[src/design/link_regs_pkg.sv]
// constants for the self-identify status and upper iso channel mask registers
package link_regs_pkg;
  localparam int ADDR_W = 8;
  localparam int DATA_W = 32;
  localparam logic [ADDR_W-1:0] SELF_IDENTIFY_STATUS_OFS = 8'h68;
  localparam logic [ADDR_W-1:0] ISO_RX_UPPER_MASK_SET_OFS = 8'h70;
  localparam logic [ADDR_W-1:0] ISO_RX_UPPER_MASK_CLEAR_OFS = 8'h74;
  localparam int FAULT_BIT = 31;
  localparam int GEN_LSB = 16;
  localparam int GEN_W = 8;
  localparam int COUNT_LSB = 2;
  localparam int COUNT_W = 9;
  localparam logic [DATA_W-1:0] STATUS_RSVD_BITS = 32'h7F00_F803;
  localparam logic [GEN_W-1:0] GEN_RESET = 8'h00;
  localparam logic [COUNT_W-1:0] COUNT_RESET = 9'h000;
  localparam logic [COUNT_W-1:0] COUNT_MAX = 9'h1FF;
  localparam logic [DATA_W-1:0] MASK_RESET = 32'h0000_0000;
  localparam logic [DATA_W-1:0] RDATA_RESET = 32'h0000_0000;
  localparam int BUF_ALIGN_BITS = 11;

  typedef enum logic [0:0] {
    RX_IDLE = 1'b0,
    RX_ACTIVE = 1'b1
  } rx_state_e;

  function automatic logic is_mask_addr(input logic [ADDR_W-1:0] addr);
    is_mask_addr = (addr == ISO_RX_UPPER_MASK_SET_OFS) || (addr == ISO_RX_UPPER_MASK_CLEAR_OFS);
  endfunction : is_mask_addr
endpackage : link_regs_pkg

[src/design/regfile_if.sv]
// carrier between the register front end and its two storage blocks
`timescale 1ns/100ps
`default_nettype none
interface regfile_if;
  import link_regs_pkg::*;
  logic set_wr;
  logic clr_wr;
  logic [DATA_W-1:0] wdata;
  logic [DATA_W-1:0] mask;
  logic [DATA_W-1:0] status;
  logic receiving;

  modport hub (output set_wr, output clr_wr, output wdata, input mask, input status, input receiving);
  modport mask_side (input set_wr, input clr_wr, input wdata, output mask);
  modport track_side (output status, output receiving);
endinterface : regfile_if
`default_nettype wire

[src/design/chan_mask.sv]
// upper isochronous receive channel mask with set and clear strobes
`timescale 1ns/100ps
`default_nettype none
module chan_mask
  import link_regs_pkg::*;
(
  input wire logic ref_clk,
  input wire logic rst,
  input wire logic ce,
  regfile_if.mask_side rf
);
  logic [DATA_W-1:0] mask_r;
  logic [DATA_W-1:0] mask_nxt;

  // set applied before clear so a one on both strobes ends cleared; the front end never raises both
  always_comb begin
    mask_nxt = mask_r;
    if (rf.set_wr) begin
      mask_nxt = mask_nxt | rf.wdata;
    end
    if (rf.clr_wr) begin
      mask_nxt = mask_nxt & ~rf.wdata;
    end
  end

  // reset value is arbitrary by contract; software programs every bit first
  always_ff @(posedge ref_clk) begin
    if (rst) begin
      mask_r <= MASK_RESET;
    end else if (ce) begin
      mask_r <= mask_nxt;
    end
  end

  assign rf.mask = mask_r;

  a_mask_set_bits: assert property (@(posedge ref_clk) disable iff (rst)
    (ce && rf.set_wr && !rf.clr_wr) |=> (mask_r == ($past(mask_r) | $past(rf.wdata))))
    else $error("mask set write did not or-in the data");
  a_mask_clear_bits: assert property (@(posedge ref_clk) disable iff (rst)
    (ce && rf.clr_wr && !rf.set_wr) |=> (mask_r == ($past(mask_r) & ~$past(rf.wdata))))
    else $error("mask clear write did not remove the bits");
  a_mask_holds: assert property (@(posedge ref_clk) disable iff (rst)
    (!rf.set_wr && !rf.clr_wr) |=> $stable(mask_r))
    else $error("mask changed without a write");
endmodule : chan_mask
`default_nettype wire

[src/design/selfid_tracker.sv]
// self-identify phase tracking: fault flag, reset generation, quadlet count
`timescale 1ns/100ps
`default_nettype none
module selfid_tracker
  import link_regs_pkg::*;
(
  input wire logic ref_clk,
  input wire logic rst,
  input wire logic ce,
  input wire logic bus_reset_det,
  input wire logic selfid_start,
  input wire logic quadlet_written,
  input wire logic selfid_done,
  input wire logic hw_fault,
  input wire logic host_write_err,
  regfile_if.track_side rf
);
  rx_state_e state_r;
  rx_state_e state_nxt;
  logic fault_flag_r;
  logic fault_flag_nxt;
  logic rx_err_r;
  logic rx_err_nxt;
  logic [GEN_W-1:0] gen_r;
  logic [GEN_W-1:0] gen_nxt;
  logic [COUNT_W-1:0] count_r;
  logic [COUNT_W-1:0] count_nxt;
  logic fault_now;

  assign fault_now = (hw_fault || host_write_err) && (state_r == RX_ACTIVE || selfid_start);

  always_comb begin
    state_nxt = state_r;
    fault_flag_nxt = fault_flag_r;
    rx_err_nxt = rx_err_r;
    gen_nxt = gen_r;
    count_nxt = count_r;
    if (bus_reset_det) begin
      gen_nxt = gen_r + 8'h01;
    end
    unique case (state_r)
      RX_IDLE: begin
        if (selfid_start) begin
          state_nxt = RX_ACTIVE;
          rx_err_nxt = 1'b0;
        end
      end
      RX_ACTIVE: begin
        if (selfid_done) begin
          state_nxt = RX_IDLE;
          // an error in the closing cycle still counts against this reception
          fault_flag_nxt = rx_err_r || fault_now;
        end
      end
    endcase
    if (fault_now) begin
      rx_err_nxt = 1'b1;
      fault_flag_nxt = 1'b1;
    end
    if (selfid_start) begin
      count_nxt = quadlet_written ? 9'h001 : COUNT_RESET;
    end else if (quadlet_written && count_r != COUNT_MAX) begin
      count_nxt = count_r + 9'h001;
    end
  end

  always_ff @(posedge ref_clk) begin
    if (rst) begin
      state_r <= RX_IDLE;
      fault_flag_r <= 1'b0;
      rx_err_r <= 1'b0;
      gen_r <= GEN_RESET;
      count_r <= COUNT_RESET;
    end else if (ce) begin
      state_r <= state_nxt;
      fault_flag_r <= fault_flag_nxt;
      rx_err_r <= rx_err_nxt;
      gen_r <= gen_nxt;
      count_r <= count_nxt;
    end
  end

  assign rf.status = {fault_flag_r, 7'h00, gen_r, 5'h00, count_r, 2'b00};
  assign rf.receiving = (state_r == RX_ACTIVE);

  a_gen_advances: assert property (@(posedge ref_clk) disable iff (rst)
    (ce && bus_reset_det) |=> (gen_r == $past(gen_r) + 8'h01))
    else $error("generation did not advance on bus reset");
  a_gen_wraps: assert property (@(posedge ref_clk) disable iff (rst)
    (ce && bus_reset_det && gen_r == 8'hFF) |=> (gen_r == 8'h00))
    else $error("generation did not wrap to zero");
  a_count_cleared: assert property (@(posedge ref_clk) disable iff (rst)
    (ce && selfid_start && !quadlet_written) |=> (count_r == COUNT_RESET))
    else $error("quadlet count not cleared at reception start");
  a_count_step: assert property (@(posedge ref_clk) disable iff (rst)
    (ce && !selfid_start && quadlet_written && count_r < COUNT_MAX) |=> (count_r == $past(count_r) + 9'h001))
    else $error("quadlet count did not step");
  a_fault_raised: assert property (@(posedge ref_clk) disable iff (rst)
    (ce && state_r == RX_ACTIVE && (hw_fault || host_write_err)) |=> fault_flag_r)
    else $error("fault flag not raised");
  a_fault_cleared: assert property (@(posedge ref_clk) disable iff (rst)
    (ce && state_r == RX_ACTIVE && selfid_done && !rx_err_r && !hw_fault && !host_write_err) |=> !fault_flag_r)
    else $error("fault flag not cleared after clean reception");
  c_gen_wrap: cover property (@(posedge ref_clk) disable iff (rst) ce && bus_reset_det && gen_r == 8'hFF);
  c_fault_then_clean: cover property (@(posedge ref_clk) disable iff (rst)
    fault_flag_r ##[1:50] !fault_flag_r);
endmodule : selfid_tracker
`default_nettype wire

[src/design/selfid_status_iso_rx_mask.sv]
// register front end: self-identify status, upper iso mask, channel filter, buffer address
// Function
// - set the fault flag, bit 31, on any error during self-identify reception
// - buffer contents are invalid while the fault flag is set
// - clear the fault flag when a reception completes without error
// - hardware faults and host write failures both raise the fault flag
// - bump the 8-bit generation count, bits 23..16, on each bus reset
// - generation count wraps from 255 to zero
// - bits 10..2 report quadlets written to the buffer in the latest reception; a bus reset alone keeps the count
// - the count includes the header quadlet and every data quadlet
// - quadlet count returns to zero when a new reception starts
// - reserved status bits 30..24, 15..11, 1..0 read as zero
// - status register sits at 68h and is read-only to software
// - upper mask holds one enable per upper channel; only enabled channels accepted
// - mask written through set address 70h and clear address 74h
// - reading either mask address returns the mask contents
// - mask has no defined reset value; software programs it before use
// - mask bit n enables channel n plus 32
// - self-identify packets go to a host buffer on a 2K-byte boundary
`timescale 1ns/100ps
`default_nettype none
module selfid_status_iso_rx_mask
  import link_regs_pkg::*;
(
  input wire logic ref_clk,
  input wire logic rst,
  input wire logic ce,
  input wire logic reg_valid,
  input wire logic reg_write,
  input wire logic [ADDR_W-1:0] reg_addr,
  input wire logic [DATA_W-1:0] reg_wdata,
  output logic [DATA_W-1:0] reg_rdata,
  output logic reg_ack,
  input wire logic bus_reset_det,
  input wire logic selfid_start,
  input wire logic quadlet_written,
  input wire logic selfid_done,
  input wire logic hw_fault,
  input wire logic host_write_err,
  input wire logic [DATA_W-1:BUF_ALIGN_BITS] buffer_base,
  output logic [DATA_W-1:0] selfid_wr_addr,
  output logic selfid_buffer_valid,
  input wire logic iso_pkt_valid,
  input wire logic [5:0] iso_channel,
  output logic iso_accept,
  output logic [DATA_W-1:0] iso_rx_upper_mask
);
  regfile_if rf ();

  logic [DATA_W-1:0] rdata_r;
  logic [DATA_W-1:0] rdata_nxt;
  logic ack_r;
  logic ack_nxt;
  logic accept_r;
  logic accept_nxt;
  logic [DATA_W-1:0] wr_addr_r;
  logic [DATA_W-1:0] wr_addr_nxt;
  logic buf_valid_r;
  logic buf_valid_nxt;
  logic wr_take;
  logic rd_take;
  logic [4:0] chan_idx;

  chan_mask u_mask (
    .ref_clk(ref_clk),
    .rst(rst),
    .ce(ce),
    .rf(rf.mask_side)
  );

  selfid_tracker u_track (
    .ref_clk(ref_clk),
    .rst(rst),
    .ce(ce),
    .bus_reset_det(bus_reset_det),
    .selfid_start(selfid_start),
    .quadlet_written(quadlet_written),
    .selfid_done(selfid_done),
    .hw_fault(hw_fault),
    .host_write_err(host_write_err),
    .rf(rf.track_side)
  );

  assign wr_take = reg_valid && reg_write;
  assign rd_take = reg_valid && !reg_write;

  // writes to the status address and unmapped addresses are dropped
  assign rf.set_wr = ce && wr_take && (reg_addr == ISO_RX_UPPER_MASK_SET_OFS);
  assign rf.clr_wr = ce && wr_take && (reg_addr == ISO_RX_UPPER_MASK_CLEAR_OFS);
  assign rf.wdata = reg_wdata;

  assign chan_idx = iso_channel[4:0];

  always_comb begin
    rdata_nxt = rdata_r;
    ack_nxt = reg_valid;
    if (rd_take) begin
      if (reg_addr == SELF_IDENTIFY_STATUS_OFS) begin
        rdata_nxt = rf.status & ~STATUS_RSVD_BITS;
      end else if (is_mask_addr(reg_addr)) begin
        rdata_nxt = rf.mask;
      end else begin
        rdata_nxt = RDATA_RESET;
      end
    end
  end

  always_ff @(posedge ref_clk) begin
    if (rst) begin
      rdata_r <= RDATA_RESET;
      ack_r <= 1'b0;
    end else if (ce) begin
      rdata_r <= rdata_nxt;
      ack_r <= ack_nxt;
    end
  end

  // lower channels belong to another mask, so they never hit here
  always_comb begin
    accept_nxt = iso_pkt_valid && iso_channel[5] && rf.mask[chan_idx];
  end

  always_ff @(posedge ref_clk) begin
    if (rst) begin
      accept_r <= 1'b0;
    end else if (ce) begin
      accept_r <= accept_nxt;
    end
  end

  // next buffer slot: 2K base plus four bytes per stored quadlet; count tops out inside 2K
  always_comb begin
    wr_addr_nxt = {buffer_base, rf.status[COUNT_LSB+COUNT_W-1:COUNT_LSB], 2'b00};
    buf_valid_nxt = !rf.status[FAULT_BIT] && !rf.receiving;
  end

  always_ff @(posedge ref_clk) begin
    if (rst) begin
      wr_addr_r <= RDATA_RESET;
      buf_valid_r <= 1'b0;
    end else if (ce) begin
      wr_addr_r <= wr_addr_nxt;
      buf_valid_r <= buf_valid_nxt;
    end
  end

  assign reg_rdata = rdata_r;
  assign reg_ack = ack_r;
  assign iso_accept = accept_r;
  assign iso_rx_upper_mask = rf.mask;
  assign selfid_wr_addr = wr_addr_r;
  assign selfid_buffer_valid = buf_valid_r;

  a_status_readback: assert property (@(posedge ref_clk) disable iff (rst)
    (ce && rd_take && reg_addr == SELF_IDENTIFY_STATUS_OFS) |=> (reg_ack && reg_rdata == $past(rf.status)))
    else $error("status read did not return the live status");
  a_mask_readback: assert property (@(posedge ref_clk) disable iff (rst)
    (ce && rd_take && is_mask_addr(reg_addr)) |=> (reg_ack && reg_rdata == $past(rf.mask)))
    else $error("mask read did not return the mask");
  a_reserved_zero: assert property (@(posedge ref_clk) disable iff (rst)
    (ce && rd_take && reg_addr == SELF_IDENTIFY_STATUS_OFS) |=> ((reg_rdata & STATUS_RSVD_BITS) == 32'h0000_0000))
    else $error("reserved status bits read non-zero");
  a_status_readonly: assert property (@(posedge ref_clk) disable iff (rst)
    (ce && wr_take && reg_addr == SELF_IDENTIFY_STATUS_OFS) |=> (rf.mask == $past(rf.mask)))
    else $error("status write reached the mask");
  a_iso_accept: assert property (@(posedge ref_clk) disable iff (rst)
    (ce && iso_pkt_valid && iso_channel[5]) |=> (iso_accept == $past(rf.mask[chan_idx])))
    else $error("upper channel accept disagrees with mask");
  a_iso_lower_reject: assert property (@(posedge ref_clk) disable iff (rst)
    (ce && iso_pkt_valid && !iso_channel[5]) |=> !iso_accept)
    else $error("lower channel accepted by upper mask");
  a_buf_invalid: assert property (@(posedge ref_clk) disable iff (rst)
    (ce && rf.status[FAULT_BIT]) |=> !selfid_buffer_valid)
    else $error("buffer marked valid while fault flag set");
  a_buf_aligned: assert property (@(posedge ref_clk) disable iff (rst)
    ce |=> (selfid_wr_addr[DATA_W-1:BUF_ALIGN_BITS] == $past(buffer_base)))
    else $error("buffer address left its 2K window");
  a_ack_follows: assert property (@(posedge ref_clk) disable iff (rst)
    (ce && reg_valid) |=> reg_ack)
    else $error("request not acknowledged next cycle");

  c_mask_set_read: cover property (@(posedge ref_clk) disable iff (rst)
    rf.set_wr ##[1:4] (rd_take && is_mask_addr(reg_addr)));
  c_iso_hit: cover property (@(posedge ref_clk) disable iff (rst) iso_accept);
  c_status_read: cover property (@(posedge ref_clk) disable iff (rst)
    rd_take && reg_addr == SELF_IDENTIFY_STATUS_OFS && rf.status[FAULT_BIT]);
endmodule : selfid_status_iso_rx_mask
`default_nettype wire

[config.mk]
export PLATFORM = sky130hd
export DESIGN_NAME = selfid_status_iso_rx_mask
export DESIGN_NICKNAME = d
export VERILOG_FILES = /design/src/design/link_regs_pkg.sv /design/src/design/regfile_if.sv /design/src/design/chan_mask.sv /design/src/design/selfid_tracker.sv /design/src/design/selfid_status_iso_rx_mask.sv
export SDC_FILE = /design/constraint.sdc
export NUM_CORES = 1
export LEC_CHECK = 0
export ABC_AREA = 1
export BUFFER_PORTS_ARGS = -buffer_cell sky130_fd_sc_hd__clkbuf_2
export CAP_MARGIN = 5
export CELL_PAD_IN_SITES_DETAIL_PLACEMENT = 1
export CELL_PAD_IN_SITES_GLOBAL_PLACEMENT = 1
export CORE_UTILIZATION = 32
export DETAILED_ROUTE_END_ITERATION = 10
export PLACE_DENSITY_LB_ADDON = 0.1
export SETUP_SLACK_MARGIN = 0.1
export SYNTH_ARGS = -nofsm -noshare
export SYNTH_HDL_FRONTEND = slang
export SYNTH_HIERARCHICAL = 1
export SYNTH_SLANG_ARGS = --single-unit
export TNS_END_PERCENT = 5
[constraint.sdc]
create_clock -name ref_clk -period 1.5 [get_ports ref_clk]
set_input_delay 0.15 -clock ref_clk [delete_from_list [all_inputs] [get_ports ref_clk]]
set_output_delay 0.15 -clock ref_clk [all_outputs]
set_load 0.02 [all_outputs]
* After elaboration in Yosys (flattened, before gate mapping)
Index checks and enable logic that the tools add are counted.
** Word-level totals
- Input port bits :: 79
- Output and inout bits :: 99
- Logic and storage cells :: 67
- Bits in registers :: 117
** Operators by class
- Bitwise operators :: 4
- Multiplexer cells :: 18
- Add/sub/neg operators :: 2
- Reductions and logical operators :: 26
- Order comparisons :: 1
- Eq/ne operators :: 5
** Operators by type and width (count)
- 32-bit two-way mux :: 4
- 32-bit AND :: 1
- 32-bit NOT :: 1
- 32-bit OR :: 1
- 8-bit by 7-bit equality test with 1-bit output (second input constant) :: 3
- 9-bit two-way mux :: 2
- 1-bit logical AND :: 10
- 1-bit two-way mux :: 10
- 9-bit by 1-bit adder with 9-bit output (second input constant) :: 1
- 9-bit inequality test (second input constant) :: 1
- 8-bit by 1-bit adder with 8-bit output (second input constant) :: 1
- 2-bit nonzero test :: 4
- 5-bit by 6-bit < comparator with 1-bit output (second input constant) :: 1
- 2-bit AND reduction :: 3
- 3-bit AND reduction :: 2
- 1-bit binary-select mux with 5-bit select :: 1
- 1-bit logical OR :: 4
- 1-bit zero test :: 3
- 2-bit inequality test (second input constant) :: 1
- 1-bit one-hot mux with 2 select lines :: 1
- 1-bit NOT :: 1

* Depth between registers and ports, before layout
- Word-level depth :: 6
- Gate-level depth with buffers :: 11
- Depth with buffers taken out :: 11

* Hierarchy
Netlist, hierarchy kept.
** Modules (own cells, without submodules)
- selfid_status_iso_rx_mask :: instances 1, cells each 418, area each 2906.5 µm², seq. area each 1301.2 µm²
- chan_mask :: instances 1, cells each 273, area each 1773.0 µm², seq. area each 640.6 µm²
- selfid_tracker :: instances 1, cells each 159, area each 1138.6 µm², seq. area each 400.4 µm²

* Worst setup path after synthesis
OpenSTA, ideal clock, no wires.
- Path kind :: input-to-reg
- Start point :: in reg_addr[1]
- End point :: reg u_mask.mask_r[10] (netlist: u_mask/rf.mask[10])
- Stages on the path :: 9
- Library setup time :: 0.062 ns
- Data arrival time :: 1.584 ns
- Buffers on the path :: 1
- Path slack :: -0.146 ns
- Cell sequence :: or2_4 > nor2_1 > nand2_1 > nor4_1 > buf_6 > nand3_1 > nand2_1 > inv_1 > nor2_2
** On the way
- Cells in the longest elaborated chain, start to end :: 5
- Elaborated cells on any way between the ends :: 7
- Those cells by class :: eq/ne (2); mux (2); bitwise (1); reduce/logical (2)
** Ends and longest elaborated chain
- start, declared :: line selfid_status_iso_rx_mask.sv:30 : input wire logic [ADDR_W-1:0] reg_addr,
- 8-bit by 7-bit equality test with 1-bit output (*) :: line selfid_status_iso_rx_mask.sv:88 : assign rf.set_wr = ce && wr_take && (reg_addr == ISO_RX_UPPER_MASK_SET_OFS);
- 1-bit logical AND (*) :: line selfid_status_iso_rx_mask.sv:88
- net rf.set_wr :: line regfile_if.sv:6 : logic set_wr;
- 32-bit two-way mux (*) :: line chan_mask.sv:18 : if (rf.set_wr) begin
- 32-bit AND :: line chan_mask.sv:22 : mask_nxt = mask_nxt & ~rf.wdata;
- 32-bit two-way mux (*) :: line chan_mask.sv:21 : if (rf.clr_wr) begin
- end signal, assigned :: line chan_mask.sv:31 : mask_r <= mask_nxt;
- end, declared :: line chan_mask.sv:12 : logic [DATA_W-1:0] mask_r;
Mark *: on every way through the listed nets, which the timed path passes. The rest lies on a longest branch.
A chain may end at the register's enable or synchronous reset.

* Worst setup path in the final report
- Start point :: reg u_track.count_r[0]
- End point :: reg u_track.count_r[2]
** On the way
- Cells in the longest elaborated chain, start to end :: 4
- Elaborated cells on any way between the ends :: 7
- Those cells by class :: add/sub (1); eq/ne (1); mux (2); reduce/logical (3)
** Ends and longest elaborated chain
- start, declared :: line selfid_tracker.sv:26 : logic [COUNT_W-1:0] count_r;
- start signal, assigned :: line selfid_tracker.sv:79 : count_r <= count_nxt;
- parallel branches: the longest is 4 deep, another holds 9-bit by 1-bit adder with 9-bit output
Several ways; the timed one is not identified. The select of a mux whose other input is x is not followed.

==> flow_summary.json <==
{
  "cp_max_fo": 7,
  "wl_microns": 20400,
  "ctsLongestPathBuffers": 2,
  "rsz0062_at_grt": "true",
  "syn_avg_cell_area_sq_um": 6.84,
  "dr.pass1.iters": 4,
  "critPathTopFamily": "simple AND/OR/NAND/NOR gates",
  "fin_setup_tns_ns": 0,
  "crit_buf_inv": 1,
  "end_kind": "flip-flop",
  "antenna_cells": 0,
  "numClockSinks": 117,
  "crit_required_ns": 1.81,
  "grt_util_all_layers_pct": 23.1,
  "ios": 178,
  "start_util_pct": 32.9,
  "period_minus_slack_ns": 1.47,
  "ant_nets": 0,
  "core_area_sq_um": 17400,
  "num_vias": 6104,
  "die_h_microns": 136,
  "cp_slowest_stage_delay_ns": 0.36,
  "setup_viol": 0,
  "wl_per_cell_microns": 15.7,
  "gp_congestion": 0.791,
  "grt_pass1_vias": 6149,
  "hold_ws_ns": 0.0135,
  "rr_worst_depth": 9,
  "cts_tree": "done",
  "grt_max_degree": 56,
  "ir_worst_vdd_uv": 793,
  "path_class": "flip-flop to flip-flop",
  "powerDensity_nw_per_um2": 1060,
  "skew_ns": 0.00712,
  "finalNonFillerCells": 1300,
  "worst_path_max_delay_cell": "dfxtp_4",
  "layout.nets": 1144,
  "maxSlewViolCount": 0,
  "status": "completed",
  "fmaxAchievable_mhz": 679,
  "drcViolationCount": 0,
  "hold_depth": 4,
  "placed_cell_area_sq_um": 7140,
  "rows": 48,
  "critical_path_cell_count": 9,
  "hold_viol": 0,
  "yosys_warnings": 6,
  "viasPerCell": 4.70,
  "drive_gt1_share_pct": 30.5,
  "cts_root_buffer": "clkbuf_16",
  "clkLatencyLatePin_ns": 0.42,
  "path_clk_slew_ns": 0.06,
  "postSynthCellCount": 835,
  "fin_area_sq_um": 8050,
  "placedCellCount": 1244,
  "drt_iter0_markers": 170,
  "grt_pass1_wl_microns": 32600,
  "io_buffers": 175,
  "critPathLaunchType": "flip-flop",
  "p_leak_nw": 3.80,
  "hpwl_microns": 14400,
  "cts_buffers": 17,
  "dieArea_sq_um": 18400,
  "gr-total-overflow": 0,
  "antenna_found_initial": 0,
  "die_width_microns": 136,
  "maxCapViolCount": 0,
  "fin_crit_sh_pct": 98.2,
  "area_growth_pct": 40.9,
  "min_path_type": "input pin to flip-flop",
  "cp_cell_sequence": "ha_4 -> nand2_4 -> nor4_4 -> ha_2 -> inv_2 -> nand3_4 -> nand2_8 -> nand3b_1 -> a21oi_2",
  "htreeDepth": 4,
  "syn_area_sq_um": 5710,
  "arrival_ns": 1.78
}
cell type report:
class	count	area, sq um
clock buffers	18	439
clock inverters	14	175
repair buffers	253	1620
flip-flops and latches	117	2350
well taps	225	282
multi-input cells	559	2750
fillers	2272	9310
inverters	114	433
through the flow:
step | worst slack, ns | utilization [%] | total power (W)
final | 0.0272 | 46.4 | 0.00849
after floorplan | -0.0274 | - | 0.00385
after detailed placement | -0.149 | 41.1 | 0.00423
after global placement | -0.0242 | 41.1 | 0.00422
after CTS | 0.0239 | 46.3 | 0.00856
after global routing | -0.0506 | 46.4 | 0.00881
worst min-delay path, cell delays in order:
cell      delay [ns]
clkbuf_2        0.09
nand3_1         0.07
nand2_1         0.05
nor2_1          0.03
per-layer routing:
layer | wire length, microns | GRT usage (%) | up-vias | part of all wire, %
li1 | - | - | 3096 | -
met4 | 265 | 6.43 | 0 | 1.3
met5 | 0 | 0 | - | 0
met2 | 10200 | 39.5 | 111 | 50
met3 | 810 | 4.94 | 19 | 4.0
met1 | 9210 | 28.9 | 2878 | 45
repair_timing:
item | CTS | global route
gates resized for setup | 16 | 1
endpoints found under the hold margin | 21 | 0
gates cloned | 1 | 0
endpoints found under the setup margin | 9 | 9
setup buffers | 2 | 0
pin swaps | 5 | 4
hold buffers | 21 | 0
where the power goes:
group | switching [W] | internal (W) | total, W
combinational | 0.000572 | 0.000351 | 0.000923
sequential | 0.0000748 | 0.00322 | 0.00330
clock | 0.00160 | 0.00267 | 0.00427
total | 0.00224 | 0.00625 | 0.00849
final timing paths:
check | start | to | slack (ns)
max reg2reg | u_track/count_r[0]$_SDFFE_PP0P_ | u_track/count_r[2]$_SDFFE_PP0P_ | 0.03
min | reg_wdata[30] | u_mask/rf.mask[30]$_SDFFE_PP0P_ | 0.01
max | u_track/count_r[0]$_SDFFE_PP0P_ | u_track/count_r[2]$_SDFFE_PP0P_ | 0.03
min reg2reg | iso_accept$_SDFFE_PP0P_ | iso_accept$_SDFFE_PP0P_ | 0.47
state kept, by name (all words and copies together), names as in the netlist:
name,flops
u_track/fault_flag_r,1
selfid_wr_addr,30
u_track/gen_r,8
u_track/rf.receiving,1
reg_ack,1
u_track/rx_err_r,1
iso_accept,1
u_mask/rf.mask,32
u_track/count_r,9
reg_rdata,32
selfid_buffer_valid,1
layout by cell type (no fill, tap or decap), types with 5 or more instances in the layout:
cell,count
a21oi_1,27
buf_12,8
buf_4,50
clkbuf_16,17
clkbuf_2,174
dfxtp_1,112
dlygate4sd3_1,21
inv_1,106
nand2_1,197
nand3_1,110
nand3_2,5
nor2_1,84
nor2_2,28
o211ai_1,15
o21ai_0,54
Power figures use the tool's default switching activity.
